`src/inc/csv_pkg.sv`:
```
// shared constants for the cable signal variance control block
// assumes a 32-bit AXI4-Lite slave and one 100 MHz clock
`default_nettype none
package csv_pkg;

	// register indices; byte address is four times the index
	localparam logic [7:0] CTRL_IDX = 8'h1a;
	localparam logic [7:0] DATA_IDX = 8'h1b;

	// control register fields
	localparam int RDY_BIT = 15;
	localparam int FRZ_BIT = 3;
	localparam int PER_LO = 1;
	localparam int EN_BIT = 0;

	// reset values
	localparam logic EN_RST = 1'b0;
	localparam logic FRZ_RST = 1'b0;
	localparam logic RDY_RST = 1'b0;
	localparam logic [1:0] PER_RST = 2'h0;
	localparam logic [31:0] DATA_RST = 32'h0;

	// one period unit in receive-clock cycles
	localparam int UNIT_CYCLES_DEF = 131072;

	// axi responses
	localparam logic [1:0] RESP_OKAY = 2'h0;
	localparam logic [1:0] RESP_SLVERR = 2'h2;

	typedef logic [7:0] csv_addr_t;

	function automatic csv_addr_t csv_byte_addr(input logic [7:0] idx);
		csv_byte_addr = 8'(idx << 2);
	endfunction

endpackage
`default_nettype wire

```
`src/inc/csv_link_if.sv`:
```
// link between register side and the accumulator
// assumes both ends run on the same clock
`timescale 1ns/10ps
`default_nettype none
interface csv_link_if;
	logic en;
	logic restart;
	logic [1:0] per;
	logic done;
	logic [31:0] result;

	modport ctl
	(
		output en,
		output restart,
		output per,
		input done,
		input result
	);

	modport acc
	(
		input en,
		input restart,
		input per,
		output done,
		output result
	);
endinterface
`default_nettype wire

```
`src/verilog/csv_accum.sv`:
```
// variance accumulator and computation period timer
// assumes signed receive samples centred on zero, synchronous to CLK
`timescale 1ns/10ps
`default_nettype none
module csv_accum
#(
	parameter int UNIT_CYCLES = csv_pkg::UNIT_CYCLES_DEF
)
(
	// clock and reset
	input wire logic clk,
	input wire logic arst_n,
	// receive samples
	input wire logic signed [7:0] sample,
	input wire logic sample_valid,
	// control side
	csv_link_if.acc lnk
);
	import csv_pkg::*;

	logic [17:0] cyc;
	logic [2:0] units;
	logic [31:0] sum;
	logic done;
	logic [31:0] result;
	logic [17:0] next_cyc;
	logic [2:0] next_units;
	logic [31:0] next_sum;
	logic next_done;
	logic [31:0] next_result;
	logic [31:0] sq;
	logic [2:0] last_unit;
	logic signed [15:0] smp_wide;

	assign lnk.done = done;
	assign lnk.result = result;

	always_comb
	begin
		// widen before squaring so the product keeps all 16 bits
		smp_wide = 16'(sample);
		sq = sample_valid ? {16'h0, smp_wide * smp_wide} : 32'h0;
		// period is 2*(per+1) units, last unit index 2*per+1
		last_unit = {lnk.per, 1'b1};
		next_cyc = cyc;
		next_units = units;
		next_sum = sum + sq;
		next_done = 1'b0;
		next_result = result;
		if (!lnk.en || lnk.restart)
		begin
			next_cyc = 18'h0;
			next_units = 3'h0;
			next_sum = 32'h0;
		end
		else if (cyc == 18'(UNIT_CYCLES - 1))
		begin
			next_cyc = 18'h0;
			if (units == last_unit)
			begin
				next_units = 3'h0;
				next_done = 1'b1;
				next_result = sum + sq;
				next_sum = 32'h0;
			end
			else
			begin
				next_units = units + 3'h1;
			end
		end
		else
		begin
			next_cyc = cyc + 18'h1;
		end
	end

	always_ff @(posedge clk or negedge arst_n)
	begin
		if (!arst_n)
		begin
			cyc <= 18'h0;
			units <= 3'h0;
			sum <= 32'h0;
			done <= 1'b0;
			result <= 32'h0;
		end
		else
		begin
			cyc <= next_cyc;
			units <= next_units;
			sum <= next_sum;
			done <= next_done;
			result <= next_result;
		end
	end
endmodule
`default_nettype wire

```
`src/verilog/csv_top.sv`:
```
// cable signal variance control: registers over AXI4-Lite and the accumulator
// assumes one 100 MHz clock, receive samples synchronous to it
//
// Our own choice: the AXI4-Lite register port.
`timescale 1ns/10ps
`default_nettype none
module csv_top
#(
	parameter int UNIT_CYCLES = csv_pkg::UNIT_CYCLES_DEF
)
(
	// clock and reset
	input wire logic CLK,
	input wire logic ARST_N,
	// receive samples
	input wire logic signed [7:0] RX_SAMPLE,
	input wire logic RX_SAMPLE_VALID,
	// axi4-lite write address and data
	input wire logic S_AXI_AWVALID,
	output logic S_AXI_AWREADY,
	input wire csv_pkg::csv_addr_t S_AXI_AWADDR,
	input wire logic S_AXI_WVALID,
	output logic S_AXI_WREADY,
	input wire logic [31:0] S_AXI_WDATA,
	input wire logic [3:0] S_AXI_WSTRB,
	// axi4-lite write response
	output logic S_AXI_BVALID,
	input wire logic S_AXI_BREADY,
	output logic [1:0] S_AXI_BRESP,
	// axi4-lite read
	input wire logic S_AXI_ARVALID,
	output logic S_AXI_ARREADY,
	input wire csv_pkg::csv_addr_t S_AXI_ARADDR,
	output logic S_AXI_RVALID,
	input wire logic S_AXI_RREADY,
	output logic [31:0] S_AXI_RDATA,
	output logic [1:0] S_AXI_RRESP
);
	import csv_pkg::*;

	csv_link_if lnk();

	csv_accum #(.UNIT_CYCLES(UNIT_CYCLES)) csv_accum_inst
	(
		.clk(CLK),
		.arst_n(ARST_N),
		.sample(RX_SAMPLE),
		.sample_valid(RX_SAMPLE_VALID),
		.lnk(lnk)
	);

	////////////////////////////////////////////////////////////////////////
	// bus channel state

	logic awready;
	logic wready;
	logic bvalid;
	logic [1:0] bresp;
	logic arready;
	logic rvalid;
	logic [31:0] rdata;
	logic [1:0] rresp;
	logic next_awready;
	logic next_wready;
	logic next_bvalid;
	logic [1:0] next_bresp;
	logic next_arready;
	logic next_rvalid;
	logic [31:0] next_rdata;
	logic [1:0] next_rresp;

	// register state
	logic en;
	logic [1:0] per;
	logic frz;
	logic rdy;
	logic [31:0] data;
	logic half;
	logic restart;
	logic next_en;
	logic [1:0] next_per;
	logic next_frz;
	logic next_rdy;
	logic [31:0] next_data;
	logic next_half;
	logic next_restart;

	logic wr_fire;
	logic rd_fire;
	logic ctrl_wr;
	logic ctrl_hit_w;
	logic data_hit_w;
	logic ctrl_hit_r;
	logic data_hit_r;
	logic pair_done;
	logic [15:0] ctrl_val;

	assign lnk.en = en;
	assign lnk.per = per;
	assign lnk.restart = restart;

	assign S_AXI_AWREADY = awready;
	assign S_AXI_WREADY = wready;
	assign S_AXI_BVALID = bvalid;
	assign S_AXI_BRESP = bresp;
	assign S_AXI_ARREADY = arready;
	assign S_AXI_RVALID = rvalid;
	assign S_AXI_RDATA = rdata;
	assign S_AXI_RRESP = rresp;

	////////////////////////////////////////////////////////////////////////
	// bus handshakes and register reads

	always_comb
	begin
		// address and data are both held by the master until this edge
		wr_fire = awready;
		rd_fire = arready;
		ctrl_hit_w = S_AXI_AWADDR == csv_byte_addr(CTRL_IDX);
		data_hit_w = S_AXI_AWADDR == csv_byte_addr(DATA_IDX);
		ctrl_hit_r = S_AXI_ARADDR == csv_byte_addr(CTRL_IDX);
		data_hit_r = S_AXI_ARADDR == csv_byte_addr(DATA_IDX);
		ctrl_val = 16'h0;
		ctrl_val[RDY_BIT] = rdy;
		ctrl_val[FRZ_BIT] = frz;
		ctrl_val[PER_LO +: 2] = per;
		ctrl_val[EN_BIT] = en;

		// both channels taken together once, only with no response pending
		next_awready = S_AXI_AWVALID && S_AXI_WVALID && !awready && !bvalid;
		next_wready = next_awready;
		next_bvalid = bvalid;
		next_bresp = bresp;
		if (bvalid && S_AXI_BREADY)
		begin
			next_bvalid = 1'b0;
		end
		if (wr_fire)
		begin
			next_bvalid = 1'b1;
			next_bresp = (ctrl_hit_w || data_hit_w) ? RESP_OKAY : RESP_SLVERR;
		end

		next_arready = S_AXI_ARVALID && !arready && !rvalid;
		next_rvalid = rvalid;
		next_rdata = rdata;
		next_rresp = rresp;
		if (rvalid && S_AXI_RREADY)
		begin
			next_rvalid = 1'b0;
		end
		if (rd_fire)
		begin
			next_rvalid = 1'b1;
			next_rresp = RESP_OKAY;
			if (ctrl_hit_r)
			begin
				next_rdata = {16'h0, ctrl_val};
			end
			else if (data_hit_r)
			begin
				next_rdata = {16'h0, half ? data[31:16] : data[15:0]};
			end
			else
			begin
				next_rdata = 32'h0;
				next_rresp = RESP_SLVERR;
			end
		end
	end

	always_ff @(posedge CLK or negedge ARST_N)
	begin
		if (!ARST_N)
		begin
			awready <= 1'b0;
			wready <= 1'b0;
			bvalid <= 1'b0;
			bresp <= RESP_OKAY;
			arready <= 1'b0;
			rvalid <= 1'b0;
			rdata <= 32'h0;
			rresp <= RESP_OKAY;
		end
		else
		begin
			awready <= next_awready;
			wready <= next_wready;
			bvalid <= next_bvalid;
			bresp <= next_bresp;
			arready <= next_arready;
			rvalid <= next_rvalid;
			rdata <= next_rdata;
			rresp <= next_rresp;
		end
	end

	////////////////////////////////////////////////////////////////////////
	// control register, result loading and read pairing

	always_comb
	begin
		ctrl_wr = wr_fire && ctrl_hit_w && S_AXI_WSTRB[0];
		// any other read breaks the pair; data register writes are ignored
		pair_done = rd_fire && data_hit_r && half;
		next_half = half;
		if (rd_fire)
		begin
			next_half = data_hit_r ? !half : 1'b0;
		end
		next_en = en;
		next_per = per;
		next_frz = frz;
		next_restart = 1'b0;
		if (pair_done)
		begin
			next_frz = 1'b0;
		end
		if (ctrl_wr)
		begin
			next_en = S_AXI_WDATA[EN_BIT];
			next_per = S_AXI_WDATA[PER_LO +: 2];
			next_restart = S_AXI_WDATA[PER_LO +: 2] != per;
			next_frz = S_AXI_WDATA[FRZ_BIT];
			// a fresh hold starts a new low-then-high pair
			if (S_AXI_WDATA[FRZ_BIT] && !frz)
			begin
				next_half = 1'b0;
			end
		end
		next_data = data;
		next_rdy = rdy;
		if (pair_done)
		begin
			next_rdy = 1'b0;
		end
		// a load wins over a clear arriving in the same cycle
		if (lnk.done && !frz)
		begin
			next_data = lnk.result;
			next_rdy = 1'b1;
		end
	end

	always_ff @(posedge CLK or negedge ARST_N)
	begin
		if (!ARST_N)
		begin
			en <= EN_RST;
			per <= PER_RST;
			frz <= FRZ_RST;
			rdy <= RDY_RST;
			data <= DATA_RST;
			half <= 1'b0;
			restart <= 1'b0;
		end
		else
		begin
			en <= next_en;
			per <= next_per;
			frz <= next_frz;
			rdy <= next_rdy;
			data <= next_data;
			half <= next_half;
			restart <= next_restart;
		end
	end
endmodule
`default_nettype wire

```
`config.mk`:
```
export PLATFORM = sky130hd
export DESIGN_NAME = csv_top
export DESIGN_NICKNAME = d
export VERILOG_FILES = /design/src/inc/csv_pkg.sv /design/src/inc/csv_link_if.sv /design/src/verilog/csv_accum.sv /design/src/verilog/csv_top.sv
export SDC_FILE = /design/constraint.sdc
export NUM_CORES = 1
export LEC_CHECK = 0
export BUFFER_PORTS_ARGS = -buffer_cell sky130_fd_sc_hd__buf_4
export CAP_MARGIN = 20
export CORE_UTILIZATION = 54
export CTS_CLUSTER_DIAMETER = 30
export DETAILED_ROUTE_END_ITERATION = 8
export MAX_ROUTING_LAYER = met4
export PLACE_DENSITY = 0.78
export SETUP_SLACK_MARGIN = 0.05
export SLEW_MARGIN = 30
export SYNTH_ARGS = -nofsm -noshare
export SYNTH_HDL_FRONTEND = slang
export SYNTH_SLANG_ARGS = --single-unit
```
`constraint.sdc`:
```
create_clock -name CLK -period 2.2 [get_ports CLK]
set_input_delay 0 -clock CLK [delete_from_list [all_inputs] [get_ports CLK]]
set_output_delay 0 -clock CLK [all_outputs]
set_load 0.02 [all_outputs]
```
# Word level (Yosys, flattened, before mapping)

Index checks and enable logic that the tools add are counted.

Add/subtract/negate cells: 3
Multiply operators: 1
Equal/unequal tests: 7
Muxes and demuxes: 30
Bitwise logic cells: 1
Reduce and logical (&&, ||, !) cells: 28

Operator list:

| cell                                                               | count |
|---|---|
| 32-bit 2-to-1 mux                                                  | 3 |
| 16-bit 2-to-1 mux                                                  | 4 |
| 18-bit 2-to-1 mux                                                  | 2 |
| 32-bit adder                                                       | 1 |
| 8-bit by 7-bit == test with 1-bit output (second input constant)   | 4 |
| 18-bit by 1-bit adder with 18-bit output (second input constant)   | 1 |
| 18-bit by 17-bit == test with 1-bit output (second input constant) | 1 |
| 8-bit by 8-bit multiplier with 16-bit output                       | 1 |
| 1-bit 2-to-1 mux                                                   | 15 |
| 1-bit logical AND                                                  | 13 |
| 2-bit nonzero test                                                 | 5 |
| 3-bit 2-to-1 mux                                                   | 3 |
| 1-bit zero test                                                    | 7 |
| 2-bit 2-to-1 mux                                                   | 3 |
| 3-bit by 1-bit adder with 3-bit output (second input constant)     | 1 |
| 3-bit == test                                                      | 1 |
| 3-bit AND reduction                                                | 1 |
| 1-bit logical OR                                                   | 2 |
| 2-bit != test                                                      | 1 |
| 1-bit inverter                                                     | 1 |

Logic and storage cells: 89
Register bits after elaboration: 165
Input bits: 68

# Depth between registers and ports, before layout

Word-level depth: 6
Gate-level depth with buffers: 26

# Cells and area by module

A second synthesis with hierarchy kept.

Cells, all modules: 945
Area total of the unflattened synthesis: 9,397.8 µm²

Modules (own cells, without submodules):

| module    | area each (µm²) | times used | cells each |
|---|---|---|---|
| csv_accum | 6,657.6         | 1          | 737 |
| csv_top   | 2,740.1         | 1          | 208 |

# Worst setup path before layout

No wires, ideal clock.

Path type: in2reg
Start point: input port RX_SAMPLE[6]
End point: register csv_accum_inst.result[26] (netlist: csv_accum_inst.lnk.result[26])
Stages on the path: 25
Setup slack: -3.567 ns
Library setup time: 0.126 ns
Buffers on the path: 1
Data arrival time: 5.641 ns
Path through: clkbuf_1 -> inv_1 -> nor2_1 -> inv_1 -> fa_1 -> inv_1 -> fa_1 -> fa_1 -> inv_1 -> fa_1 -> inv_1 -> ha_1 -> o21a_1 -> a2111oi_0 -> nor3_1 -> xor2_1 -> and2_1 -> ha_1 -> nand2_1 -> o21ai_0 -> a211oi_1 -> o32ai_4 -> or4b_1 -> xor2_1 -> a21oi_2

Cells in the longest elaborated chain, start to end: 3

RTL lines:

| item                                         | line            | source |
|---|---|---|
| start: declaration                           | csv_top.sv:16   | `input wire logic signed [7:0] RX_SAMPLE,` |
| 8-bit by 8-bit multiplier with 16-bit output | csv_accum.sv:42 | `sq = sample_valid ? {16'h0, smp_wide * smp_wide} : 32'h0;` |
| 16-bit 2-to-1 mux                            | csv_accum.sv:42 |  |
| 32-bit adder                                 | csv_accum.sv:63 | `next_result = sum + sq;` |
| end signal: assignment                       | csv_accum.sv:93 | `result <= next_result;` |
| end: declaration                             | csv_accum.sv:25 | `logic [31:0] result;` |

Every way passes these cells.
A chain may end at the register's enable or synchronous reset.

# Final worst setup path

Start point: input port RX_SAMPLE[4]
End point: register csv_accum_inst.sum[21]

Cells in the longest elaborated chain, start to end: 6

RTL lines:

| item                                           | line            | source |
|---|---|---|
| 8-bit by 8-bit multiplier with 16-bit output * | csv_accum.sv:42 |  |
| 16-bit 2-to-1 mux *                            | csv_accum.sv:42 |  |
| 32-bit adder *                                 | csv_accum.sv:47 | `next_sum = sum + sq;` |
| 32-bit 2-to-1 mux                              | csv_accum.sv:59 | `if (units == last_unit)` |
| 32-bit 2-to-1 mux *                            | csv_accum.sv:56 | `else if (cyc == 18'(UNIT_CYCLES - 1))` |
| 32-bit 2-to-1 mux *                            | csv_accum.sv:50 | `if (!lnk.en \|\| lnk.restart)` |
| net csv_accum_inst.next_sum[21]                | csv_accum.sv:28 | `logic [31:0] next_sum;` |
| end signal: assignment                         | csv_accum.sv:91 | `sum <= next_sum;` |
| end: declaration                               | csv_accum.sv:23 | `logic [31:0] sum;` |

The timed path passes the listed nets; every way through them passes the cells marked *.

==> results.md <==
| Step | Item | This run |
|---|---|---|
| status | Outcome | finished with violations |
| status | Violations in the final reports | negative setup slack |
| setup path | Crit Path Class | in2reg |
| synthesis | Primary FF master, synth | dfrtp_1 |
| sta | Maximum clock rate | 0.196 GHz |
| clock tree | Longest Clk Path Bufs | 2 |
| min path | Kind of path behind the tightest hold check | in2reg |
| setup path | Worst Reg2Reg Path Length in Cells | 11 |
| layout | Final-stage net count | 1238 |
| clock tree | CTS tree | built |
| layout | Count of inserted antenna diode cells | 0 |
| floorplan | Core footprint | 0.0165 sq mm |
| sta | Number of hold violations in the final report | 0 |
| synthesis | Number of distinct library cell variants in the gate-level netlist after synthesis | 58 |
| route | Via-to-Cell Ratio | 5.63 |
| global routing | Vias in the first global route | 7550 |
| sta | Period utilisation layout | 232% |
| synthesis | Multiplexer area fraction after synthesis | 8.08% |
| clock tree | Worst skew pair latency | 0.43 ns |
| synthesis | Area share of xor/xnor cells in the synthesized design | 6.83% |
| power | Pwr Total | 0.0125 W |
| power | Leakage power total | 5.97 nW |
| global routing | Initial antenna violation count | 0 |
| sta | Setup repair after global routing missed its margin | yes |
| global routing | Fraction of met3 tracks used by global routing | 4.69% |
| synthesis | Synth async-reset ratio | 100% |
| power | Highest ir drop seen on vdd | 1.05 mV |
| clock tree | Clock sink count | 147 |
| global routing | Congestion Overflow GR | 0 |
| layout | Share of cells above drive strength 1 | 42.0% |
| placement | IO Port Bufs | 59 |
| sta | Worst-Margin Slew | 0.740 ns |
| placement | Routability-driven placement congestion ratio | 0.823 |
| synthesis | Adder and majority cell fraction of the synthesized area | 15.9% |
| min path | Instance count along the most critical hold path | 3 |
| global routing | Global routing met2 resource utilization | 47.9% |
| synthesis | Fraction of the mapped netlist area in simple logic gates | 13.1% |
| clock tree | Buffer type at the clock tree root | clkbuf_16 |
| global routing | Largest net degree at the start of global routing | 79 |
| layout | Commonest non-fill, non-tap cell in the layout | buf_4 |
| synthesis | Area share of the largest cell type after synthesis | 40.4% |
| synthesis | Average cell area after synthesis | 10.3 sq um |
| floorplan | Starting density of the core | 55.1% |
| power | Switching share of total power | 37.0% |
| setup path | CP startpoint kind | input pin |
| layout | Total area of multi-input combinational cells | 0.00599 sq mm |
| setup path | Max FO, Critical Path | 7 |
| setup path | Sort of element at the end of the critical path | flip-flop |
| route | Total number of vias | 7386 |
| sta | Clock Skew | 0.00933 ns |
| route | Initial DRT Pass Iterations | 5 |
| layout | Layout overhead on the synthesized area | 41.1% |
| power | Clock network fraction of total power | 23.2% |
| synthesis | Cell count after synthesis | 880 |
| clock tree | Clock transition at path regs | 0.06 ns |
| sta | Slew Limit Fails | 0 |
| floorplan | Ports placed on the boundary | 109 |
| sta | Post-route minimum period | 5.10 ns |
| synthesis | Total standard cell area after synthesis | 0.00910 sq mm |
| power | Power share of the sequential group | 21.9% |
| power | Net Switching | 0.00463 W |
| synthesis | Number of register bits inferred by synthesis | 147 |
| placement | DPL Wire Length | 13600 microns |
| power | Design internal power | 0.00787 W |
| floorplan | Standard-cell row count | 47 |
| layout | Final core utilization | 77.7% |
| floorplan | Die outline width | 132 microns |
| floorplan | Die footprint | 0.0174 sq mm |
| clock tree | CTS HTree Levels | 4 |
| layout | Most frequent cells in the layout | buf_4, dfrtp_1, inv_1 |
| synthesis | Total number of yosys warnings | 0 |
| synthesis | Post-synth EDFFs | 0 |
| global routing | First-pass GRT wire length | 36900 microns |
| sta | Worst path setup slack after routing | -2.90 ns |
| power | Power density cells | 973 mW/mm^2 |
| setup path | Critical path data arrival time | 5.40 ns |
| floorplan | Die Height | 132 microns |
| global routing | Met1 routing resource usage after global routing | 33.0% |
| global routing | Most Crowded Layer GR | met2 |
| layout | Sequential Area | 0.00368 sq mm |
| sta | Setup-violating endpoint count in the final report | 54 |
| placement | Dpl cells | 1230 |
| route | Antenna viol nets, final | 0 |
| synthesis | Register area share after synthesis | 40.4% |
| power | Logic gate share of total power | 54.9% |
| clock tree | Number of buffers inserted during clock tree synthesis | 17 |
| layout | Fillers | 843 |
| global routing | Overall Global Routing Usage | 27.9% |
| synthesis | Post-synthesis compound-gate area fraction | 7.53% |
| synthesis | Post-synthesis cell type with the largest combined area | dfrtp_1 |
| route | Post-route DRC violation count | 0 |
| route | Number of DRC markers after the initial detailed-route iteration | 613 |
| route | Total length of routed wires | 26700 microns |
| synthesis | Synth top area cells | dfrtp_1, fa_1, ha_1 |
| sta | Worst rel slew slack | 50.7% |
| layout | Post-Layout Cell Count | 1312 |
| synthesis | Main combinational cell family by area after synthesis | adder cells |
| job | Max-capacitance violation count | 0 |
| setup path | Endpoint required time on the critical path | 2.50 ns |
| route | Routed wire per std cell | 20.4 microns |
-- per-stage QoR --
stage               instance area, sq um  hold slack, ns  TNS (ns)  setup WS, ns
global route                       12800          0.0542   -141.57         -3.08
detailed placement                 10900          0.0753   -150.76         -3.25
CTS                                12200         0.00847   -118.67         -2.62
global placement                   10900          0.0715   -145.44         -3.11
floorplan                           9730          -0.296   -125.24         -2.97
finish                             12800          0.0324   -132.57         -2.90
-- layout make-up --
| class | instances | area share, % |
|---|---|---|
| clock buffer | 19 | 3.45 |
| tap | 220 | 2.14 |
| timing repair buffer | 209 | 14.7 |
| inverter | 114 | 3.39 |
| multi-input combinational | 591 | 46.7 |
| sequential | 147 | 28.7 |
| clock inverter | 12 | 1.03 |
-- what timing repair did --
action,in CTS,in global routing
setup endpoints to repair,61,67
gates resized for setup,99,77
hold buffers,14,0
endpoints found under the hold margin,86,0
setup buffers,13,26
gates cloned,2,0
pin swaps,66,75
-- metal layers --
layer  up-vias  wire, microns
li1       3242              -
met5         -              0
met4         0           1040
met3        98           1290
met2       315          14400
met1      3731          10100
-- cell families after synthesis --
group | after synthesis
AO/OA/AOI/OAI | 102
XOR/XNOR | 71
adder cells (fa/ha/maj) | 90
buffers and inverters | 159
flip-flops | 147
multiplexers | 68
other | 1
AND/OR/NAND/NOR | 242
-- critical path, cell delays in order --
cell	delay, ns
buf_8	0.11
buf_6	0.12
and2_4	0.16
ha_4	0.15
or2_4	0.25
fa_1	0.49
fa_1	0.52
inv_2	0.05
fa_1	0.56
inv_2	0.07
ha_4	0.26
inv_4	0.09
buf_4	0.13
nor2_4	0.04
nor3_2	0.15
and3b_2	0.26
ha_4	0.33
buf_4	0.12
buf_6	0.10
nand2_4	0.07
nor4_4	0.27
nand2b_1	0.18
a31oi_4	0.23
buf_12	0.18
nand4_1	0.11
xor2_1	0.28
nor2_1	0.11
-- registers in the layout, indices dropped and copies added, names as in the netlist --
name / cells
S_AXI_RDATA: 16
S_AXI_RVALID: 1
frz: 1
S_AXI_WREADY: 1
lnk.per: 2
en: 1
S_AXI_BRESP: 1
csv_accum_inst.lnk.result: 32
half: 1
data: 32
csv_accum_inst.cyc: 18
S_AXI_ARREADY: 1
csv_accum_inst.units: 3
lnk.restart: 1
csv_accum_inst.sum: 32
S_AXI_BVALID: 1
rdy: 1
S_AXI_RRESP: 1
csv_accum_inst.lnk.done: 1
-- cells in the mapped netlist (4+ instances only) --
master    number
o21ai_0       13
and3_1        10
and2_1        26
nor2_1        95
nand3_1       18
a21o_1         9
buf_6          4
nor3_1        10
fa_1          43
xor2_1        32
inv_1        113
nand4_1       10
nand2b_1       5
nor2b_1        9
buf_4         19
mux2_2        36
a21oi_1       31
a31oi_1        4
clkbuf_1      15
ha_1          47
nand2_1       40
o22ai_1       16
xnor2_1       39
mux2i_1       30
a21oi_2       13
dfrtp_1      147
buf_2          4
-- power groups by stage --
| stage | combinational [W] | sequential [W] | clock (W) |
|---|---|---|---|
| after global routing | 0.00731 | 0.00274 | 0.00300 |
| after global placement | 0.00482 | 0.00278 | 0 |
| after detailed placement | 0.00493 | 0.00279 | 0 |
| final | 0.00686 | 0.00274 | 0.00290 |
| after CTS | 0.00574 | 0.00274 | 0.00286 |
| after floorplan | 0.00349 | 0.00279 | 0 |
-- worst paths after layout --
path / from / to / slack, ns
min in group asynchronous: ARST_N / csv_accum_inst.cyc[9] / 0.15
min reg2reg: data[13] / data[13] / 0.51
max in group asynchronous: ARST_N / data[22] / 1.23
max: RX_SAMPLE[4] / csv_accum_inst.sum[21] / -2.90
min: S_AXI_ARADDR[6] / S_AXI_RDATA[2] / 0.03
max reg2reg: csv_accum_inst.sum[0] / csv_accum_inst.lnk.result[30] / -0.40
Power figures use the tool's default switching activity.
